==> src/fpad_consts.vh <==
/*
 Constants for the flash program address and data block: register
 offsets, operation codes, field positions and reset values.
 Assumes it is included by its bare name from the design files.
*/
`ifndef FPAD_CONSTS_VH
`define FPAD_CONSTS_VH
`define FPAD_OFF_TARGET   8'h00
`define FPAD_OFF_DATA     8'h04
`define FPAD_OFF_SOURCE   8'h08
`define FPAD_OFF_CONTROL  8'h0C
`define FPAD_OFF_KEY      8'h10
`define FPAD_RST_WORD     32'h0000_0000
`define FPAD_OP_WORD      4'h1
`define FPAD_OP_ROW       4'h3
`define FPAD_OP_PAGE      4'h4
`define FPAD_OP_ARRAY     4'h5
`define FPAD_CTL_TRIGGER  15
`define FPAD_CTL_ARM      14
`define FPAD_CTL_ERROR    13
`define FPAD_KEY_FIRST    32'hAA99_6655
`define FPAD_KEY_SECOND   32'h5566_99AA
`define FPAD_ROW_WORDS    8'h10
`define FPAD_FIFO_DEPTH   16
`define FPAD_FIFO_ABITS   4
`endif

==> src/fpad_top.v <==
/*
 Flash program address, data and row source logic with the operation
 sequencer. Software reaches registers over a plain strobe port. Row data
 is fetched from system memory as bus master, buffered in a FIFO and
 written to the flash array. Assumes the flash array answers each
 command with a one-cycle done pulse and the system bus answers each
 read with a one-cycle valid pulse.
*/
// Operation
// RULE_01: A whole-array erase ignores the flash target address entirely.
// RULE_02: A page erase erases the page chosen by the target address.
// RULE_03: A row program writes the row chosen by the target address.
// RULE_04: A word program writes the word chosen by the target address.
// RULE_05: The target address is a 32-bit read/write register, zero at power-on.
// RULE_06: The program word data is a 32-bit read/write register.
// RULE_07: The program word data is cleared only by power-on reset.
// RULE_08: The row source address is a 32-bit read/write register, zero at power-on.
// RULE_09: Row programming takes its data from memory at the row source address.
// RULE_10: Codes 1, 3, 4, 5 are word, row, page and array; protected or other codes do nothing.
// RULE_11: The trigger bit starts the operation and hardware clears it on completion.
// RULE_12: The trigger accepts writes only while armed and after the unlock sequence.
// RULE_13: Row programming fetches consecutive words as bus master before writing them.
`timescale 1ns/1ps
`include "fpad_consts.vh"
module fpad_top (
    input  wire        mclk,
    input  wire        sys_rst,
    input  wire        por_rst,
    input  wire [7:0]  reg_addr,
    input  wire [31:0] reg_wdata,
    input  wire        reg_wr,
    input  wire        reg_rd,
    output reg  [31:0] reg_rdata,
    input  wire        region_protected,
    output reg         flash_cmd_valid,
    output reg  [3:0]  flash_cmd_op,
    output reg  [31:0] flash_cmd_addr,
    output reg  [31:0] flash_cmd_data,
    input  wire        flash_cmd_done,
    input  wire        flash_cmd_fail,
    output reg         bus_rd_req,
    output reg  [31:0] bus_rd_addr,
    input  wire        bus_rd_valid,
    input  wire [31:0] bus_rd_data
);
    localparam ST_IDLE  = 3'd0;
    localparam ST_FETCH = 3'd1;
    localparam ST_WAIT  = 3'd2;
    localparam ST_ISSUE = 3'd3;
    localparam ST_BUSY  = 3'd4;
    localparam ST_DONE  = 3'd5;

    reg [31:0] flash_target_address;
    reg [31:0] program_word_data;
    reg [31:0] row_source_address;
    reg [3:0]  operation_code;
    reg        write_arm;
    reg        trigger;
    reg        write_error;
    reg [1:0]  unlock_stage;
    reg [2:0]  state;
    reg [7:0]  fetched;
    reg [7:0]  written;
    reg        protect_s1;
    reg        protect_s2;
    wire       fifo_in_ready;
    wire [31:0] fifo_out_data;
    wire       fifo_out_valid;
    reg        fifo_pop;
    reg        row_mode;

    // Decodes whether the code names a real operation.
    function is_valid_op;
        input [3:0] op;
        begin
            is_valid_op = (op == `FPAD_OP_WORD) || (op == `FPAD_OP_ROW) ||
                          (op == `FPAD_OP_PAGE) || (op == `FPAD_OP_ARRAY);
        end
    endfunction

    fpad_fifo #(
        .WIDTH (32),
        .DEPTH (`FPAD_FIFO_DEPTH),
        .ABITS (`FPAD_FIFO_ABITS)
    ) u_fifo (
        .mclk      (mclk),
        .sys_rst   (sys_rst),
        .in_data   (bus_rd_data),
        .in_valid  (bus_rd_valid),
        .in_ready  (fifo_in_ready),
        .out_data  (fifo_out_data),
        .out_valid (fifo_out_valid),
        .out_ready (fifo_pop)
    );

    // Protection comes from option logic outside this clock's control.
    always @(posedge mclk) begin
        protect_s1 <= region_protected;
        protect_s2 <= protect_s1;
    end

    // The data word survives device resets, so only power-on clears it.
    always @(posedge mclk) begin
        if (por_rst) begin
            program_word_data <= `FPAD_RST_WORD; // see RULE_07
        end else if (reg_wr && reg_addr == `FPAD_OFF_DATA) begin
            program_word_data <= reg_wdata; // see RULE_06
        end
    end

    always @(posedge mclk) begin
        if (sys_rst) begin
            flash_target_address <= `FPAD_RST_WORD; // see RULE_05
            row_source_address   <= `FPAD_RST_WORD; // see RULE_08
            operation_code  <= 4'h0;
            write_arm       <= 1'b0;
            trigger         <= 1'b0;
            write_error     <= 1'b0;
            unlock_stage    <= 2'd0;
            state           <= ST_IDLE;
            fetched         <= 8'h00;
            written         <= 8'h00;
            row_mode        <= 1'b0;
            flash_cmd_valid <= 1'b0;
            flash_cmd_op    <= 4'h0;
            flash_cmd_addr  <= `FPAD_RST_WORD;
            flash_cmd_data  <= `FPAD_RST_WORD;
            bus_rd_req      <= 1'b0;
            bus_rd_addr     <= `FPAD_RST_WORD;
        end else begin
            flash_cmd_valid <= 1'b0;
            bus_rd_req      <= 1'b0;
            if (reg_wr) begin
                if (reg_addr == `FPAD_OFF_TARGET) begin
                    flash_target_address <= reg_wdata; // see RULE_05
                end
                if (reg_addr == `FPAD_OFF_SOURCE) begin
                    row_source_address <= reg_wdata; // see RULE_08
                end
                if (reg_addr == `FPAD_OFF_KEY) begin
                    if (reg_wdata == `FPAD_KEY_FIRST) begin
                        unlock_stage <= 2'd1;
                    end else if (reg_wdata == `FPAD_KEY_SECOND &&
                                 unlock_stage == 2'd1) begin
                        unlock_stage <= 2'd2;
                    end else begin
                        unlock_stage <= 2'd0;
                    end
                end else if (reg_addr == `FPAD_OFF_CONTROL) begin
                    // The unlock is spent by any control write.
                    unlock_stage <= 2'd0;
                    if (!trigger) begin
                        write_arm <= reg_wdata[`FPAD_CTL_ARM];
                        if (!write_arm) begin
                            operation_code <= reg_wdata[3:0];
                        end
                    end
                    if (reg_wdata[`FPAD_CTL_TRIGGER] && write_arm &&
                        unlock_stage == 2'd2 && !trigger) begin
                        trigger     <= 1'b1; // see RULE_12
                        write_error <= 1'b0;
                    end
                end
            end
            case (state)
                ST_IDLE: begin
                    if (trigger) begin
                        fetched  <= 8'h00;
                        written  <= 8'h00;
                        row_mode <= (operation_code == `FPAD_OP_ROW);
                        if (!is_valid_op(operation_code) || protect_s2) begin
                            state <= ST_DONE; // see RULE_10
                        end else if (operation_code == `FPAD_OP_ROW) begin
                            state <= ST_FETCH; // see RULE_09
                        end else begin
                            state <= ST_ISSUE;
                        end
                    end
                end
                ST_FETCH: begin
                    // One outstanding read at a time keeps the FIFO honest.
                    if (fetched == `FPAD_ROW_WORDS) begin
                        state <= ST_ISSUE;
                    end else if (fifo_in_ready) begin
                        bus_rd_req  <= 1'b1; // see RULE_13
                        bus_rd_addr <= row_source_address +
                                       {22'd0, fetched, 2'b00}; // see RULE_09
                        state       <= ST_WAIT;
                    end
                end
                ST_WAIT: begin
                    if (bus_rd_valid) begin
                        fetched <= fetched + 8'h01;
                        state   <= ST_FETCH;
                    end
                end
                ST_ISSUE: begin
                    if (!row_mode || fifo_out_valid) begin
                        flash_cmd_valid <= 1'b1;
                        flash_cmd_op    <= operation_code; // see RULE_10
                        if (operation_code == `FPAD_OP_ARRAY) begin
                            flash_cmd_addr <= `FPAD_RST_WORD; // see RULE_01
                        end else if (row_mode) begin
                            flash_cmd_addr <= flash_target_address +
                                {22'd0, written, 2'b00}; // see RULE_03
                        end else begin
                            flash_cmd_addr <= flash_target_address; // see RULE_02, RULE_04
                        end
                        flash_cmd_data  <= row_mode ? fifo_out_data
                                                    : program_word_data;
                        state <= ST_BUSY;
                    end
                end
                ST_BUSY: begin
                    if (flash_cmd_done) begin
                        if (flash_cmd_fail) begin
                            write_error <= 1'b1;
                        end
                        if (row_mode &&
                            written != `FPAD_ROW_WORDS - 8'h01 &&
                            !flash_cmd_fail) begin
                            written <= written + 8'h01;
                            state   <= ST_ISSUE; // see RULE_03
                        end else begin
                            state <= ST_DONE;
                        end
                    end
                end
                ST_DONE: begin
                    // An aborted row leaves words that must not leak on.
                    if (!fifo_out_valid) begin
                        trigger <= 1'b0; // see RULE_11
                        state   <= ST_IDLE;
                    end
                end
                default: begin
                    state <= ST_IDLE;
                end
            endcase
        end
    end

    always @* begin
        fifo_pop = 1'b0;
        if (state == ST_BUSY && row_mode && flash_cmd_done) begin
            fifo_pop = 1'b1;
        end else if (state == ST_DONE) begin
            fifo_pop = 1'b1;
        end
    end

    always @(posedge mclk) begin
        if (sys_rst) begin
            reg_rdata <= `FPAD_RST_WORD;
        end else if (reg_rd) begin
            case (reg_addr)
                `FPAD_OFF_TARGET:  reg_rdata <= flash_target_address;
                `FPAD_OFF_DATA:    reg_rdata <= program_word_data;
                `FPAD_OFF_SOURCE:  reg_rdata <= row_source_address;
                `FPAD_OFF_CONTROL: reg_rdata <= {16'h0000, trigger, write_arm,
                                                 write_error, 9'h000,
                                                 operation_code};
                default:           reg_rdata <= `FPAD_RST_WORD;
            endcase
        end else begin
            reg_rdata <= `FPAD_RST_WORD;
        end
    end
endmodule

==> src/fpad_fifo.v <==
/*
 Synchronous FIFO with valid and ready on both sides.
 Assumes one clock and a synchronous active-high reset.
*/
`timescale 1ns/1ps
module fpad_fifo #(
    parameter WIDTH = 32,
    parameter DEPTH = 16,
    parameter ABITS = 4
) (
    input  wire             mclk,
    input  wire             sys_rst,
    input  wire [WIDTH-1:0] in_data,
    input  wire             in_valid,
    output wire             in_ready,
    output wire [WIDTH-1:0] out_data,
    output wire             out_valid,
    input  wire             out_ready
);
    reg [WIDTH-1:0] mem [0:DEPTH-1];
    reg [ABITS-1:0] wr_ptr;
    reg [ABITS-1:0] rd_ptr;
    reg [ABITS:0]   count;
    wire            push;
    wire            pop;

    assign in_ready  = (count != DEPTH[ABITS:0]);
    assign out_valid = (count != {(ABITS+1){1'b0}});
    assign out_data  = mem[rd_ptr];
    assign push      = in_valid && in_ready;
    assign pop       = out_valid && out_ready;

    always @(posedge mclk) begin
        if (push) begin
            mem[wr_ptr] <= in_data;
        end
        if (sys_rst) begin
            wr_ptr <= {ABITS{1'b0}};
            rd_ptr <= {ABITS{1'b0}};
            count  <= {(ABITS+1){1'b0}};
        end else begin
            if (push) begin
                wr_ptr <= wr_ptr + 1'b1;
            end
            if (pop) begin
                rd_ptr <= rd_ptr + 1'b1;
            end
            if (push && !pop) begin
                count <= count + 1'b1;
            end else if (pop && !push) begin
                count <= count - 1'b1;
            end
        end
    end
endmodule

==> config.mk <==
export PLATFORM = sky130hd
export DESIGN_NAME = fpad_top
export DESIGN_NICKNAME = d
export VERILOG_FILES = /design/src/fpad_top.v /design/src/fpad_fifo.v
export VERILOG_INCLUDE_DIRS = /design/src
export SDC_FILE = /design/constraint.sdc
export NUM_CORES = 1
export LEC_CHECK = 0
export BUFFER_PORTS_ARGS = -buffer_cell sky130_fd_sc_hd__buf_2
export CORE_MARGIN = 2
export CORE_UTILIZATION = 60
export DETAILED_ROUTE_END_ITERATION = 10
export GPL_TIMING_DRIVEN = 0
export PLACE_DENSITY = 0.77
export SLEW_MARGIN = 20
export SYNTH_ARGS = -nofsm -noshare
export SYNTH_HDL_FRONTEND = slang
export SYNTH_SLANG_ARGS = --single-unit
==> constraint.sdc <==
create_clock -name mclk -period 11.6 [get_ports mclk]
set_input_delay 2.32 -clock mclk [delete_from_list [all_inputs] [get_ports mclk]]
set_output_delay 2.32 -clock mclk [all_outputs]
set_load 0.01 [all_outputs]
==> results of run 1 <==
## worst max-delay path: stages
cell and delay, ns:
sky130_fd_sc_hd__buf_2 0.11, sky130_fd_sc_hd__and2_1 0.15, sky130_fd_sc_hd__clkbuf_1 0.34, sky130_fd_sc_hd__nand2_1 0.39, sky130_fd_sc_hd__nor3_2 0.71, sky130_fd_sc_hd__buf_4 0.31
sky130_fd_sc_hd__buf_4 0.19, sky130_fd_sc_hd__buf_4 0.19
## placed cells by master, fill, tap and decap left out, types with 10 or more instances in the layout
| cell | instances |
|---|---|
| sky130_fd_sc_hd__dfxtp_1 | 278 |
| sky130_fd_sc_hd__edfxtp_1 | 512 |
| sky130_fd_sc_hd__buf_4 | 24 |
| sky130_fd_sc_hd__nand4_1 | 27 |
| sky130_fd_sc_hd__inv_1 | 13 |
| sky130_fd_sc_hd__nor2_1 | 207 |
| sky130_fd_sc_hd__xor2_1 | 45 |
| sky130_fd_sc_hd__bufinv_16 | 12 |
| sky130_fd_sc_hd__o21ai_0 | 32 |
| sky130_fd_sc_hd__buf_1 | 10 |
| sky130_fd_sc_hd__nand3_1 | 22 |
| sky130_fd_sc_hd__nor2_4 | 13 |
| sky130_fd_sc_hd__clkinv_2 | 13 |
| sky130_fd_sc_hd__mux4_2 | 167 |
| sky130_fd_sc_hd__nor4bb_1 | 12 |
| sky130_fd_sc_hd__nand2_1 | 247 |
| sky130_fd_sc_hd__xnor2_1 | 30 |
| sky130_fd_sc_hd__clkbuf_16 | 82 |
| sky130_fd_sc_hd__a21oi_1 | 165 |
| sky130_fd_sc_hd__ha_1 | 28 |
| sky130_fd_sc_hd__mux2i_1 | 75 |
| sky130_fd_sc_hd__buf_2 | 249 |
| sky130_fd_sc_hd__clkbuf_1 | 87 |
| sky130_fd_sc_hd__nor2b_1 | 14 |
| sky130_fd_sc_hd__and3_1 | 15 |
| sky130_fd_sc_hd__a211oi_1 | 56 |
## stage by stage
step / hold slack (ns) / instance area [µm²] / power (mW) / setup WS, ns
floorplan: 0.3096 / 31790 / 3.538 / 6.061
global placement: 0.3100 / 33710 / 3.736 / 3.196
detailed placement: 0.3229 / 34250 / 3.776 / 6.593
CTS: 0.3362 / 37020 / 6.462 / 7.238
global route: 0.3378 / 37030 / 6.631 / 7.030
finish: 0.3361 / 37040 / 6.455 / 7.205
## layout make-up
| class | instances | share of cell area |
|---|---|---|
| clock buffers | 104 | 0.05979 |
| plain buffers | 134 | 0.01635 |
| well taps | 688 | 0.02324 |
| clock inverters | 41 | 0.01500 |
| inverters | 13 | 0.001317 |
| multi-input cells | 1274 | 0.2781 |
| diodes | 6 | 0.0004054 |
| flip-flops and latches | 790 | 0.5653 |
| repair buffers | 244 | 0.04040 |
## how the worst min path moves through the flow
stage	start	end
6_report	protect_s1	protect_s2
3_3_place_gp	protect_s1	protect_s2
2_1_floorplan	protect_s1	protect_s2
5_1_grt	protect_s1	protect_s2
3_5_place_dp	protect_s1	protect_s2
4_1_cts	protect_s1	protect_s2
## kinds of logic (layout without fill, tap and decap cells)
group,count (synthesis),in the layout,share of synthesized area
fa+ha+maj,31,31,0.01291
mux,242,242,0.1419
other cells,0,6,0
xor+xnor,75,75,0.02067
simple gates,631,631,0.09105
buf+inv,147,536,0.02059
compound gates,295,295,0.05408
flops,790,790,0.6588
## registers in the layout, indices dropped and copies added, names as in the netlist, 2 cells and up, named ones only
signal                cells
u_fifo.mem              512
program_word_data        32
row_source_address       32
u_fifo.count              5
flash_cmd_addr           32
bus_rd_addr              32
operation_code            4
reg_rdata                32
fetched                   8
u_fifo.rd_ptr             4
flash_cmd_data           32
u_fifo.wr_ptr             4
flash_target_address     32
state                     3
written                   8
flash_cmd_op              4
unlock_stage              2
## power groups by stage
| stage | registers [mW] | logic (mW) | clock network, mW |
|---|---|---|---|
| 2_1_floorplan | 3.21 | 0.333 | 0 |
| 3_3_place_gp | 3.20 | 0.535 | 0 |
| 3_5_place_dp | 3.20 | 0.577 | 0 |
| 4_1_cts | 3.14 | 0.588 | 2.73 |
| 5_1_grt | 3.15 | 0.641 | 2.84 |
| 6_report | 3.14 | 0.591 | 2.72 |
## routing by layer
metal,part of all wire,global-route usage,vias to the layer above
li1,-,-,9003
met2,0.51,0.5711,1116
met4,0.041,0.1383,10
met1,0.37,0.4156,10260
met3,0.079,0.06141,229
met5,0.00069,0,-
==> results.env, run 1 <==
ROOT_BUFFER_CELL='sky130_fd_sc_hd__clkbuf_16'
ROWS=84
CTS_BUFFERS=80
PROPORTION_OF_REGISTER_BITS_WITH_ASYNCHRONOUS_SET_OR_RESET_AFTER_SYNTHESIS=0
IR_DROP_uV=210.1
WORST-SLEW-PIN-TRANSITION_NS=0.9531
COREAREA_UM2=52450
SYNTH_TOP_CELL_BY_AREA='sky130_fd_sc_hd__edfxtp_1'
FINALMAXSLEWVIOLATIONS=0
CTSHTREEMAXLEVEL=3
YS_WARN_COUNT=0
SETUP_VIOLS_FINAL=0
WORST_SLEW_MARGIN_REL=0.3646
YS_FF_LATCH=790
SYNTH_SEQUENTIAL_AREA_RATIO=0.6588
SYNTH.DISTINCT_CELLS=67
CRIT-REG2REG-CAPTURE='u_fifo.count[4]'
CRITICAL_PATH_PEAK_FANOUT=9
POST_CTS.REPAIR.SETUP_BUFFERS=0
PATH_CLK_SLEW_NS=0.06
ROUTED_WIRE_LENGTH_PER_INSTANCE_UM=27.19
NUMBER_OF_FILL_CELLS_IN_THE_LAYOUT=3362
FMAX_MHz=227.5
DR.PASS1.ITERS=7
TIMING_WORST_SETUP_PATH_TYPE='in -> reg'
FINALWIRELENGTH_UM=89560
VIAS=20618
POSTROUTEANTENNANETS=0
PORT_BUFFERS=212
WORST-ENDPOINT-REQUIRED_NS=11.94
FINAL_LAYOUT_SIZE_SUFFIX_GT1_FRAC=0.2354
TIMING.CRITICAL_PATH.FROM='bus_rd_valid'
IO-PIN-COUNT=215
STDCELL_COUNT=3294
CLOCK_LATENCY_NS=0.64
CRITPATHLAUNCHTYPE='primary input'
GRT_UTIL_ALL_LAYERS=0.3319
HOLD-PATH-CELL-COUNT=0
NUMBER_OF_ANTENNA_VIOLATIONS_AT_THE_FIRST_CHECK_IN_GLOBAL_ROUTING=9
DIEAREA_UM2=54840
GRT_SETUP_UNREPAIRED='no'
NETLIST_INSTANCES=2211
GRT_START_MAX_NET_PINS=19
DETAIL_ROUTE.DRC_VIOLATIONS=0
SYNTH-MAIN-FF-CELL='sky130_fd_sc_hd__edfxtp_1'
VIA_COUNT_OF_THE_FIRST_GLOBAL_ROUTING_PASS=20377
SETUP_SKEW_NS=0.02135
CTS_TREE='done'
POST_CTS.RESIZED_INSTANCES=0
FINAL_NET_COUNT=2649
WORST-ENDPOINT-ARRIVAL_NS=4.73
SWITCHINGPOWER_mW=1.514
CRITPATHCAPTURE='u_fifo.mem[3][13]'
DP_HPWL_UM=60870
P_CLK_FRAC=0.421
CTS.SINKS=790
COMBINATIONALPOWERSHARE=0.092
POWER_DENSITY_nW_PER_UM2=174.3
SHARE_SEQ_OF_TOTAL_POWER=0.487
MULTI_INPUT_AREA_UM2=10300
SOURCE_OF_THE_WORST_REGISTER_TO_REGISTER_TIMING_PATH='state[2]'
POSTLAYOUTCOREUTIL=0.7062
SLACK_OF_THE_WORST_REG_TO_REG_PATH_NS=8.19
RUN_STATUS='finished, final reports clean'
LAYOUT.AREA.SEQ_UM2=20940
GLOBAL_ROUTE_WIRE_LENGTH_BEFORE_REPAIR_UM=130700
SYNTHTOLAYOUTAREAGROWTH_PCT=16.52
ENDPOINT_KIND='flop'
SWITCHING_SHARE=0.2345
MAX_CAP_VIOLS=0
P_INT_mW=4.941
INITIAL_UTILIZATION=0.6061
MOST_NUMEROUS_CELL_IN_THE_YOSYS_NETLIST='sky130_fd_sc_hd__edfxtp_1'
GRT-OVFL-TOTAL=0
DP.CELLS=3143
CTSHOLDBUFFERS=0
SYN_AREA_UM2=31790
FINAL_PERIOD_MINUS_WORST_SETUP_SLACK_NS=4.395
FIN_CRIT_SH=0.3789
FINALWEIGHTEDCONGESTION=0.9646
SYNTH.CELLS.MOST_FREQUENT='sky130_fd_sc_hd__edfxtp_1, sky130_fd_sc_hd__dfxtp_1, sky130_fd_sc_hd__nand2_1, sky130_fd_sc_hd__nor2_1, sky130_fd_sc_hd__mux4_2'
CTS-ROOT-TO-SINK-BUFFERS=3
SETUP_TNS_NS=0
SYNTH.TOP_CELL.AREA_SHARE=0.4837
SYN_NETS=2323
P_LEAK_nW=12.79
YS_TOP_CELLS_BY_AREA='sky130_fd_sc_hd__edfxtp_1, sky130_fd_sc_hd__dfxtp_1, sky130_fd_sc_hd__mux4_2'
SYNTH_AREA_PER_CELL_UM2=14.38
VIAS_PER_CELL=6.259
DETAILEDROUTE.FIRSTITERATIONVIOLATIONS=2231
WORST_R2R_PATH_DEPTH=13
TIMING.FINAL.HOLD_VIOLATIONS=0
DIE_H_UM=234.2
NUMBER_OF_ENABLE_TYPE_REGISTER_CELLS_IN_THE_SYNTHESIZED_NETLIST=512
MIN_PATH_TYPE='reg -> reg'
FP.DIEW_UM=234.2
Note: power is estimated with default switching activity, not from simulation.
==> inputs of run 2 (changes only) <==
--- a/config.mk
+++ b/config.mk
@@ -8,10 +8,10 @@
 export LEC_CHECK = 0
 export BUFFER_PORTS_ARGS = -buffer_cell sky130_fd_sc_hd__buf_2
 export CORE_MARGIN = 2
-export CORE_UTILIZATION = 60
+export CORE_UTILIZATION = 54
 export DETAILED_ROUTE_END_ITERATION = 10
 export GPL_TIMING_DRIVEN = 0
-export PLACE_DENSITY = 0.77
+export PLACE_DENSITY = 0.73
 export SLEW_MARGIN = 20
 export SYNTH_ARGS = -nofsm -noshare
 export SYNTH_HDL_FRONTEND = slang
==> constraint.sdc (replaced) <==
create_clock -name mclk -period 3.6 [get_ports mclk]
set_input_delay 0.72 -clock mclk [delete_from_list [all_inputs] [get_ports mclk]]
set_output_delay 0.72 -clock mclk [all_outputs]
set_load 0.01 [all_outputs]
==> run 2 against run 1 <==
Against the previous run:
- global-route usage down 3.1 points
- register-to-register slack worse by 7.9 ns
- critical path type is now reg -> reg
- utilization down 6.0 points
- wire length up 1.7%
- final area up 0.98%
- hold slack worse by 0.14 ns
- clock skew up 0.019 ns
- total power rose to 3.2 times the previous value
- sequential share of layout area down 0.55 points
==> results.env, run 2 (synthesized netlist as in run 1, its figures left out) <==
SOURCE_OF_THE_WORST_REGISTER_TO_REGISTER_TIMING_PATH='state[2]'  # unchanged
DETAILEDROUTE.FIRSTITERATIONVIOLATIONS=2179  # was 2231
SYNTHTOLAYOUTAREAGROWTH_PCT=17.67  # was 16.52%
ROWS=88  # was 84
FINAL_PERIOD_MINUS_WORST_SETUP_SLACK_NS=3.266
GRT-OVFL-TOTAL=0  # unchanged
NUMBER_OF_ANTENNA_VIOLATIONS_AT_THE_FIRST_CHECK_IN_GLOBAL_ROUTING=7  # was 9
LAYOUT.AREA.SEQ_UM2=20940  # unchanged
CTSHTREEMAXLEVEL=3  # unchanged
P_INT_mW=15.68  # was 4.941 mW
MAX_STAGE_DELAY_NS=0.42  # was 0.71 ns
STDCELL_COUNT=3372  # was 3294
CLOCK_LATENCY_NS=0.64  # about the same
MIN_PATH_TYPE='in -> reg'  # was reg -> reg
ENDPOINT_KIND='flop'  # unchanged
ROUTED_WIRE_LENGTH_PER_INSTANCE_UM=27.02  # was 27.19 µm
FINALWEIGHTEDCONGESTION=0.9594  # was 0.9646
CTS.SINKS=790  # unchanged
FMAX_MHz=306.2
COREAREA_UM2=57920  # was 52450 µm²
SLACK_OF_THE_WORST_REG_TO_REG_PATH_NS=0.33  # was 8.19 ns
COMBINATIONALPOWERSHARE=0.092  # about the same
WORST-ENDPOINT-REQUIRED_NS=4.14  # was 11.94 ns
ROOT_BUFFER_CELL='sky130_fd_sc_hd__clkbuf_16'  # unchanged
IR_DROP_uV=556.1  # was 210.1 µV
MAX_CAP_VIOLS=0  # unchanged
FINALWIRELENGTH_UM=91100  # was 89560 µm
TIMING.FINAL.HOLD_VIOLATIONS=0  # unchanged
SWITCHINGPOWER_mW=4.947  # was 1.514 mW
WORST-SLEW-PIN-TRANSITION_NS=0.9340  # was 0.9531 ns
WORST-ENDPOINT-ARRIVAL_NS=3.80  # was 4.73 ns
MIN-DELAY-START='region_protected'  # was protect_s1
WORSTPATHCELLLIST='clkbuf_1, clkbuf_1, nand2_1, a21oi_1, inv_1, ha_1, inv_1, ha_1, a21o_1, a21oi_1, xnor2_1, or3_1, a21oi_1'  # was buf_2, and2_1, clkbuf_1, nand2_1, nor3_2, buf_4, buf_4, buf_4
FIN_CRIT_SH=0.9073
CRIT-REG2REG-CAPTURE='u_fifo.count[4]'  # unchanged
DIE_H_UM=246.6  # was 234.2 µm
CTS_TREE='done'  # unchanged
REGISTERS.TOP_BY_FF_COUNT='u_fifo.mem'  # unchanged
IO-PIN-COUNT=215  # unchanged
VIA_COUNT_OF_THE_FIRST_GLOBAL_ROUTING_PASS=20259  # was 20377
FP.DIEW_UM=246.6  # was 234.2 µm
WORST_SLEW_MARGIN_REL=0.3773  # was 0.3646
CTSHOLDBUFFERS=0  # unchanged
POSTROUTEANTENNANETS=0  # unchanged
PATH_CLK_SLEW_NS=0.06  # about the same
FINALMAXSLEWVIOLATIONS=0  # unchanged
CRITPATHLAUNCHTYPE='flop'  # was primary input
TIMING_WORST_SETUP_PATH_TYPE='reg -> reg'  # was in -> reg
NUMBER_OF_FLIP_FLOPS_UNDER_THE_LARGEST_REGISTER_NAME=512  # unchanged
WORST_R2R_PATH_DEPTH=13  # unchanged
DP_HPWL_UM=61940  # was 60870 µm
POST-ROUTE-WORST-SETUP-SLACK_NS=0.3337  # was 7.205 ns
POST_CTS.RESIZED_INSTANCES=0  # unchanged
P_CLK_FRAC=0.417  # was 0.421
CTS-ROOT-TO-SINK-BUFFERS=3  # unchanged
POWER_DENSITY_nW_PER_UM2=551.6  # was 174.3 nW/µm²
DP.CELLS=3220  # was 3143
POSTLAYOUTCOREUTIL=0.6458  # was 0.7062
RUN_STATUS='finished, final reports clean'  # unchanged
FINAL_LAYOUT_SIZE_SUFFIX_GT1_FRAC=0.2365  # was 0.2354
CTS_BUFFERS=82  # was 80
SHARE_SEQ_OF_TOTAL_POWER=0.491  # was 0.487
FINAL_NET_COUNT=2651  # was 2649
HOLDPATHEND='protect_s1'  # was protect_s2
PRECTSSETUPSLACK_NS=0.2781  # was 6.593 ns
INITIAL_UTILIZATION=0.5488  # was 0.6061
POST_CTS.REPAIR.SETUP_BUFFERS=0  # unchanged
P_LEAK_nW=12.85  # was 12.79 nW
VIAS=20590  # was 20618
SWITCHING_SHARE=0.2398  # was 0.2345
MOSTFREQUENTLAYOUTCELLS='sky130_fd_sc_hd__edfxtp_1, sky130_fd_sc_hd__dfxtp_1, sky130_fd_sc_hd__buf_2'  # unchanged
NUMBER_OF_FILL_CELLS_IN_THE_LAYOUT=4148  # was 3362
MOST_FREQUENT_STANDARD_CELL_IN_THE_LAYOUT_EXCLUDING_FILL_AND_TAP_CELLS='sky130_fd_sc_hd__edfxtp_1'  # unchanged
PORT_BUFFERS=212  # unchanged
GRT_SETUP_UNREPAIRED='no'  # unchanged
VIAS_PER_CELL=6.106  # was 6.259
HOLD-PATH-CELL-COUNT=1  # was 0
GLOBAL_ROUTE_WIRE_LENGTH_BEFORE_REPAIR_UM=131600  # was 130700 µm
GRT_UTIL_ALL_LAYERS=0.3011  # was 0.3319
DR.PASS1.ITERS=6  # was 7
FINAL_HOLD_SLACK_NS=0.1915  # was 0.3361 ns
CRITICAL_PATH_PEAK_FANOUT=10  # was 9
SETUP_SKEW_NS=0.04022  # was 0.02135 ns
GRT_START_MAX_NET_PINS=20  # was 19
CRITPATHSLOWESTCELL='sky130_fd_sc_hd__a21oi_1'  # was sky130_fd_sc_hd__nor3_2
MULTI_INPUT_AREA_UM2=10330  # was 10300 µm²
DIEAREA_UM2=60820  # was 54840 µm²
DETAIL_ROUTE.DRC_VIOLATIONS=0  # unchanged
WORST_PATH_MOST_REPEATED_CELL='sky130_fd_sc_hd__a21oi_1'  # was sky130_fd_sc_hd__buf_4
SETUP_VIOLS_FINAL=0  # unchanged
run 2: layout make-up:
class | count | share of cell area
antenna | 2 | 0.0001338
clock inverter | 48 | 0.01345
buffer | 134 | 0.01619
sequential | 790 | 0.5598
clock buffer | 102 | 0.05995
tap | 765 | 0.02559
inverter | 13 | 0.001305
timing repair buffer | 244 | 0.04743
multi-input combinational | 1274 | 0.2761
run 2: stage by stage:
step	total power [mW]	TNS, ns	instance area (µm²)
final	20.63	0	37400
after global routing	21.22	0	37400
after CTS	20.71	0	37400
after detailed placement	12.18	0	34650
after global placement	12.02	-608.75	33820
after floorplan	11.40	0	31810
run 2: critical path, delay by kind of cell, from the launching register on:
| kind | cells | cell delay, ns |
|---|---|---|
| XOR/XNOR | 1 | 0.09 |
| flip-flops | 1 | 0.31 |
| buffers and inverters | 4 | 0.94 |
| AND/OR/NAND/NOR | 2 | 0.41 |
| AO/OA/AOI/OAI | 4 | 0.92 |
| adder cells (fa/ha/maj) | 2 | 0.52 |
run 2: worst max path at each step:
stage / from / to / slack [ns]
after floorplan: bus_rd_valid / u_fifo.mem[15][0] / 0.52
after global placement: bus_rd_valid / u_fifo.mem[15][15] / -1.33
after detailed placement: flash_cmd_done / u_fifo.count[4] / 0.28
after CTS: state[2] / u_fifo.count[4] / 0.33
after global routing: state[2] / u_fifo.count[4] / 0.05
final: state[2] / u_fifo.count[4] / 0.33
run 2: metal layers:
layer,wire length (µm),track usage,vias up,part of all wire
met5,38,0,-,0.00042
met4,4471,0.1442,6,0.049
met3,7151,0.04847,209,0.078
met2,45800,0.5130,1099,0.50
met1,33640,0.3771,10264,0.37
li1,-,-,9012,-
run 2: power by group through the flow:
stage / Combinational (mW) / Clock [mW] / Sequential (mW)
after floorplan: 1.07 / 0 / 10.3
after global placement: 1.72 / 0 / 10.3
after detailed placement: 1.87 / 0 / 10.3
after CTS: 1.90 / 8.68 / 10.1
after global routing: 2.06 / 9.01 / 10.2
final: 1.91 / 8.59 / 10.1
==> inputs of run 3 (changes only) <==
--- a/config.mk
+++ b/config.mk
@@ -11,6 +11,7 @@
 export CORE_UTILIZATION = 54
 export DETAILED_ROUTE_END_ITERATION = 10
 export GPL_TIMING_DRIVEN = 0
+export MAX_ROUTING_LAYER = met4
 export PLACE_DENSITY = 0.73
 export SLEW_MARGIN = 20
 export SYNTH_ARGS = -nofsm -noshare
==> run 3 against run 2 <==
Against the previous run:
- sequential power is essentially flat
- global-route usage up 1.4 points
- sequential share of layout area increased by 0.33 points
- flip-flop and latch count unchanged
- critical endpoint unchanged
- combinational power barely moved
- critical path type unchanged
- maximum frequency rose by 0.20%
- via count increased by 0.21%
- total power down 1.2%
==> results.env, run 3 (synthesized netlist as in run 1, its figures left out) <==
RUN_STATUS='finished, final reports clean'  # unchanged
FINAL_NET_COUNT=2648  # was 2651
WORST-SLEW-PIN-TRANSITION_NS=0.9854  # was 0.9340 ns
GLOBAL_ROUTE.PEAK_USAGE_LAYER='met2'  # unchanged
IO-PIN-COUNT=215  # unchanged
DETAIL_ROUTE.DRC_VIOLATIONS=0  # unchanged
FIN_CRIT_SH=0.9055  # was 0.9073
CRITICAL_PATH_PEAK_FANOUT=10  # unchanged
DIEAREA_UM2=60820  # unchanged
GRT_START_MAX_NET_PINS=19  # was 20
SOURCE_OF_THE_WORST_REGISTER_TO_REGISTER_TIMING_PATH='state[2]'  # unchanged
WORST-ENDPOINT-REQUIRED_NS=4.14  # about the same
WORST_SLEW_MARGIN_REL=0.3341  # was 0.3773
INITIAL_UTILIZATION=0.5488  # unchanged
SWITCHING_SHARE=0.2436  # was 0.2398
FMAX_MHz=306.8  # was 306.2 MHz
SETUP_TNS_NS=0  # unchanged
GRT-OVFL-TOTAL=0  # unchanged
FINALWEIGHTEDCONGESTION=0.9657  # was 0.9594
P_CLK_FRAC=0.408  # was 0.417
TIMING_WORST_SETUP_PATH_TYPE='reg -> reg'  # unchanged
P_LEAK_nW=12.74  # was 12.85 nW
SHARE_SEQ_OF_TOTAL_POWER=0.497  # was 0.491
POST-ROUTE-CELL-AREA_UM2=37190  # was 37400 µm²
TIMING.CRITICAL_PATH.FROM='state[2]'  # unchanged
GLOBAL_ROUTE.USAGE.MET2=0.5290  # was 0.5130
FINAL_LAYOUT_SIZE_SUFFIX_GT1_FRAC=0.2323  # was 0.2365
MOST_FREQUENT_STANDARD_CELL_IN_THE_LAYOUT_EXCLUDING_FILL_AND_TAP_CELLS='sky130_fd_sc_hd__edfxtp_1'  # unchanged
FINALMAXSLEWVIOLATIONS=0  # unchanged
HOLD-PATH-CELL-COUNT=1  # unchanged
POST_CTS.REPAIR.SETUP_BUFFERS=0  # unchanged
VIA_COUNT_OF_THE_FIRST_GLOBAL_ROUTING_PASS=20242  # was 20259
ENDPOINT_KIND='flop'  # unchanged
P_TOTAL_mW=20.38  # was 20.63 mW
PRECTSSETUPSLACK_NS=0.3362  # was 0.2781 ns
DP_HPWL_UM=62010  # was 61940 µm
FINALWIRELENGTH_UM=92070  # was 91100 µm
ROWS=88  # unchanged
COREAREA_UM2=57920  # unchanged
CTS_TREE='done'  # unchanged
MAX_CAP_VIOLS=0  # unchanged
FP.DIEW_UM=246.6  # unchanged
CLOCK_LATENCY_NS=0.65  # was 0.64 ns
CTSHOLDBUFFERS=0  # unchanged
WORST-ENDPOINT-ARRIVAL_NS=3.80  # about the same
POSTROUTEANTENNANETS=0  # unchanged
DIE_H_UM=246.6  # unchanged
VIAS=20634  # was 20590
MIN_PATH_TYPE='in -> reg'  # unchanged
ROUTED_WIRE_LENGTH_PER_INSTANCE_UM=27.34  # was 27.02 µm
IR_DROP_uV=451.6  # was 556.1 µV
POST-ROUTE-WORST-SETUP-SLACK_NS=0.3401  # was 0.3337 ns
VIAS_PER_CELL=6.126  # was 6.106
FINAL_PERIOD_MINUS_WORST_SETUP_SLACK_NS=3.260  # was 3.266 ns
GRT.MET1_USAGE=0.3775  # was 0.3771
SYNTHTOLAYOUTAREAGROWTH_PCT=16.98  # was 17.67%
PORT_BUFFERS=212  # unchanged
POST_CTS.RESIZED_INSTANCES=0  # unchanged
TIMING.FINAL.HOLD_VIOLATIONS=0  # unchanged
REGISTERS.TOP_BY_FF_COUNT='u_fifo.mem'  # unchanged
CRITPATHLAUNCHTYPE='flop'  # unchanged
MOSTFREQUENTLAYOUTCELLS='sky130_fd_sc_hd__edfxtp_1, sky130_fd_sc_hd__dfxtp_1, sky130_fd_sc_hd__buf_2'  # unchanged
COMBINATIONALPOWERSHARE=0.095  # was 0.092
DR.PASS1.ITERS=6  # unchanged
PLACED_AREA_UM2=34560  # was 34650 µm²
CTSHTREEMAXLEVEL=3  # unchanged
NUMBER_OF_ANTENNA_VIOLATIONS_AT_THE_FIRST_CHECK_IN_GLOBAL_ROUTING=7  # unchanged
CTS.SINKS=790  # unchanged
GRT_UTIL_ALL_LAYERS=0.3150  # was 0.3011
WORST_R2R_PATH_DEPTH=13  # unchanged
POSTLAYOUTCOREUTIL=0.6421  # was 0.6458
PATH_CLK_SLEW_NS=0.06  # about the same
CTS_BUFFERS=82  # unchanged
NUMBER_OF_FLIP_FLOPS_UNDER_THE_LARGEST_REGISTER_NAME=512  # unchanged
DETAILEDROUTE.FIRSTITERATIONVIOLATIONS=2217  # was 2179
GRT_SETUP_UNREPAIRED='no'  # unchanged
POWER_DENSITY_nW_PER_UM2=548.1  # was 551.6 nW/µm²
SETUP_VIOLS_FINAL=0  # unchanged
CTS-ROOT-TO-SINK-BUFFERS=3  # unchanged
MIN-DELAY-START='region_protected'  # unchanged
USE_MET3=0.05828  # was 0.04847
P_INT_mW=15.41  # was 15.68 mW
ROOT_BUFFER_CELL='sky130_fd_sc_hd__clkbuf_16'  # unchanged
SWITCHINGPOWER_mW=4.965  # was 4.947 mW
SETUP_SKEW_NS=0.04033  # was 0.04022 ns
GLOBAL_ROUTE_WIRE_LENGTH_BEFORE_REPAIR_UM=133900  # was 131600 µm
run 3: changes by cell type in the layout (fill, tap and decap cells not counted):
cell                         previous run  this run
sky130_fd_sc_hd__buf_12                 3         4
sky130_fd_sc_hd__buf_16                18        13
sky130_fd_sc_hd__buf_6                  5         3
sky130_fd_sc_hd__buf_8                  9        12
sky130_fd_sc_hd__bufinv_16              7         5
sky130_fd_sc_hd__clkbuf_1              86        89
sky130_fd_sc_hd__clkbuf_16             86        82
sky130_fd_sc_hd__clkbuf_2               3         4
sky130_fd_sc_hd__clkbuf_8               3         5
sky130_fd_sc_hd__clkinv_1              10        11
sky130_fd_sc_hd__clkinv_2              20        13
sky130_fd_sc_hd__clkinvlp_4             5         4
sky130_fd_sc_hd__diode_2                2         7
sky130_fd_sc_hd__inv_16                 2         3
run 3: path summary, 6_finish.rpt:
kind	slack, ns	endpoint
hold / removal	0.19	protect_s1
setup reg to reg	0.34	u_fifo.count[4]
hold reg to reg	0.35	protect_s2
setup / recovery	0.34	u_fifo.count[4]
run 3: cell type report:
type                    count  area, µm²
diodes                      7      17.52
plain buffers             134      605.6
clock buffers             104       2186
clock inverters            40      424.2
fillers                  4173      20730
inverters                  13      48.80
multi-input cells        1274      10330
flip-flops and latches    790      20940
well taps                 765      957.2
repair buffers            241       1679
run 3: per-stage QoR:
| step | hold WS (ns) | std cells |
|---|---|---|
| 3_3_place_gp | 0.3199 | 3188 |
| 6_report | 0.1926 | 3368 |
| 4_1_cts | 0.1664 | 3361 |
| 3_5_place_dp | 0.3121 | 3217 |
| 5_1_grt | 0.1673 | 3368 |
| 2_1_floorplan | 0.3096 | 2211 |
run 3: per-layer routing:
| metal | part of all wire | vias to the layer above |
|---|---|---|
| met2 | 0.51 | 1140 |
| met4 | 0.045 | 0 |
| met1 | 0.37 | 10278 |
| li1 | - | 8989 |
| met5 | 0 | - |
| met3 | 0.081 | 227 |
run 3: power groups by stage:
stage	sequential [mW]	clock, mW	combinational [mW]
after CTS	10.1	8.40	1.93
after global placement	10.3	0	1.73
after global routing	10.2	8.74	2.08
final	10.1	8.31	1.94
after floorplan	10.3	0	1.07
after detailed placement	10.3	0	1.88
run 3: worst max-delay path, stage by stage, from the launching register on:
cell and delay [ns]:
sky130_fd_sc_hd__dfxtp_1 0.30, sky130_fd_sc_hd__clkbuf_1 0.30, sky130_fd_sc_hd__clkbuf_1 0.40, sky130_fd_sc_hd__nand2_1 0.12, sky130_fd_sc_hd__a21oi_1 0.40, sky130_fd_sc_hd__inv_1 0.09
sky130_fd_sc_hd__ha_1 0.23, sky130_fd_sc_hd__inv_1 0.14, sky130_fd_sc_hd__ha_1 0.29, sky130_fd_sc_hd__a21o_1 0.20, sky130_fd_sc_hd__a21oi_1 0.17, sky130_fd_sc_hd__xnor2_1 0.09
sky130_fd_sc_hd__or3_1 0.30, sky130_fd_sc_hd__a21oi_1 0.14
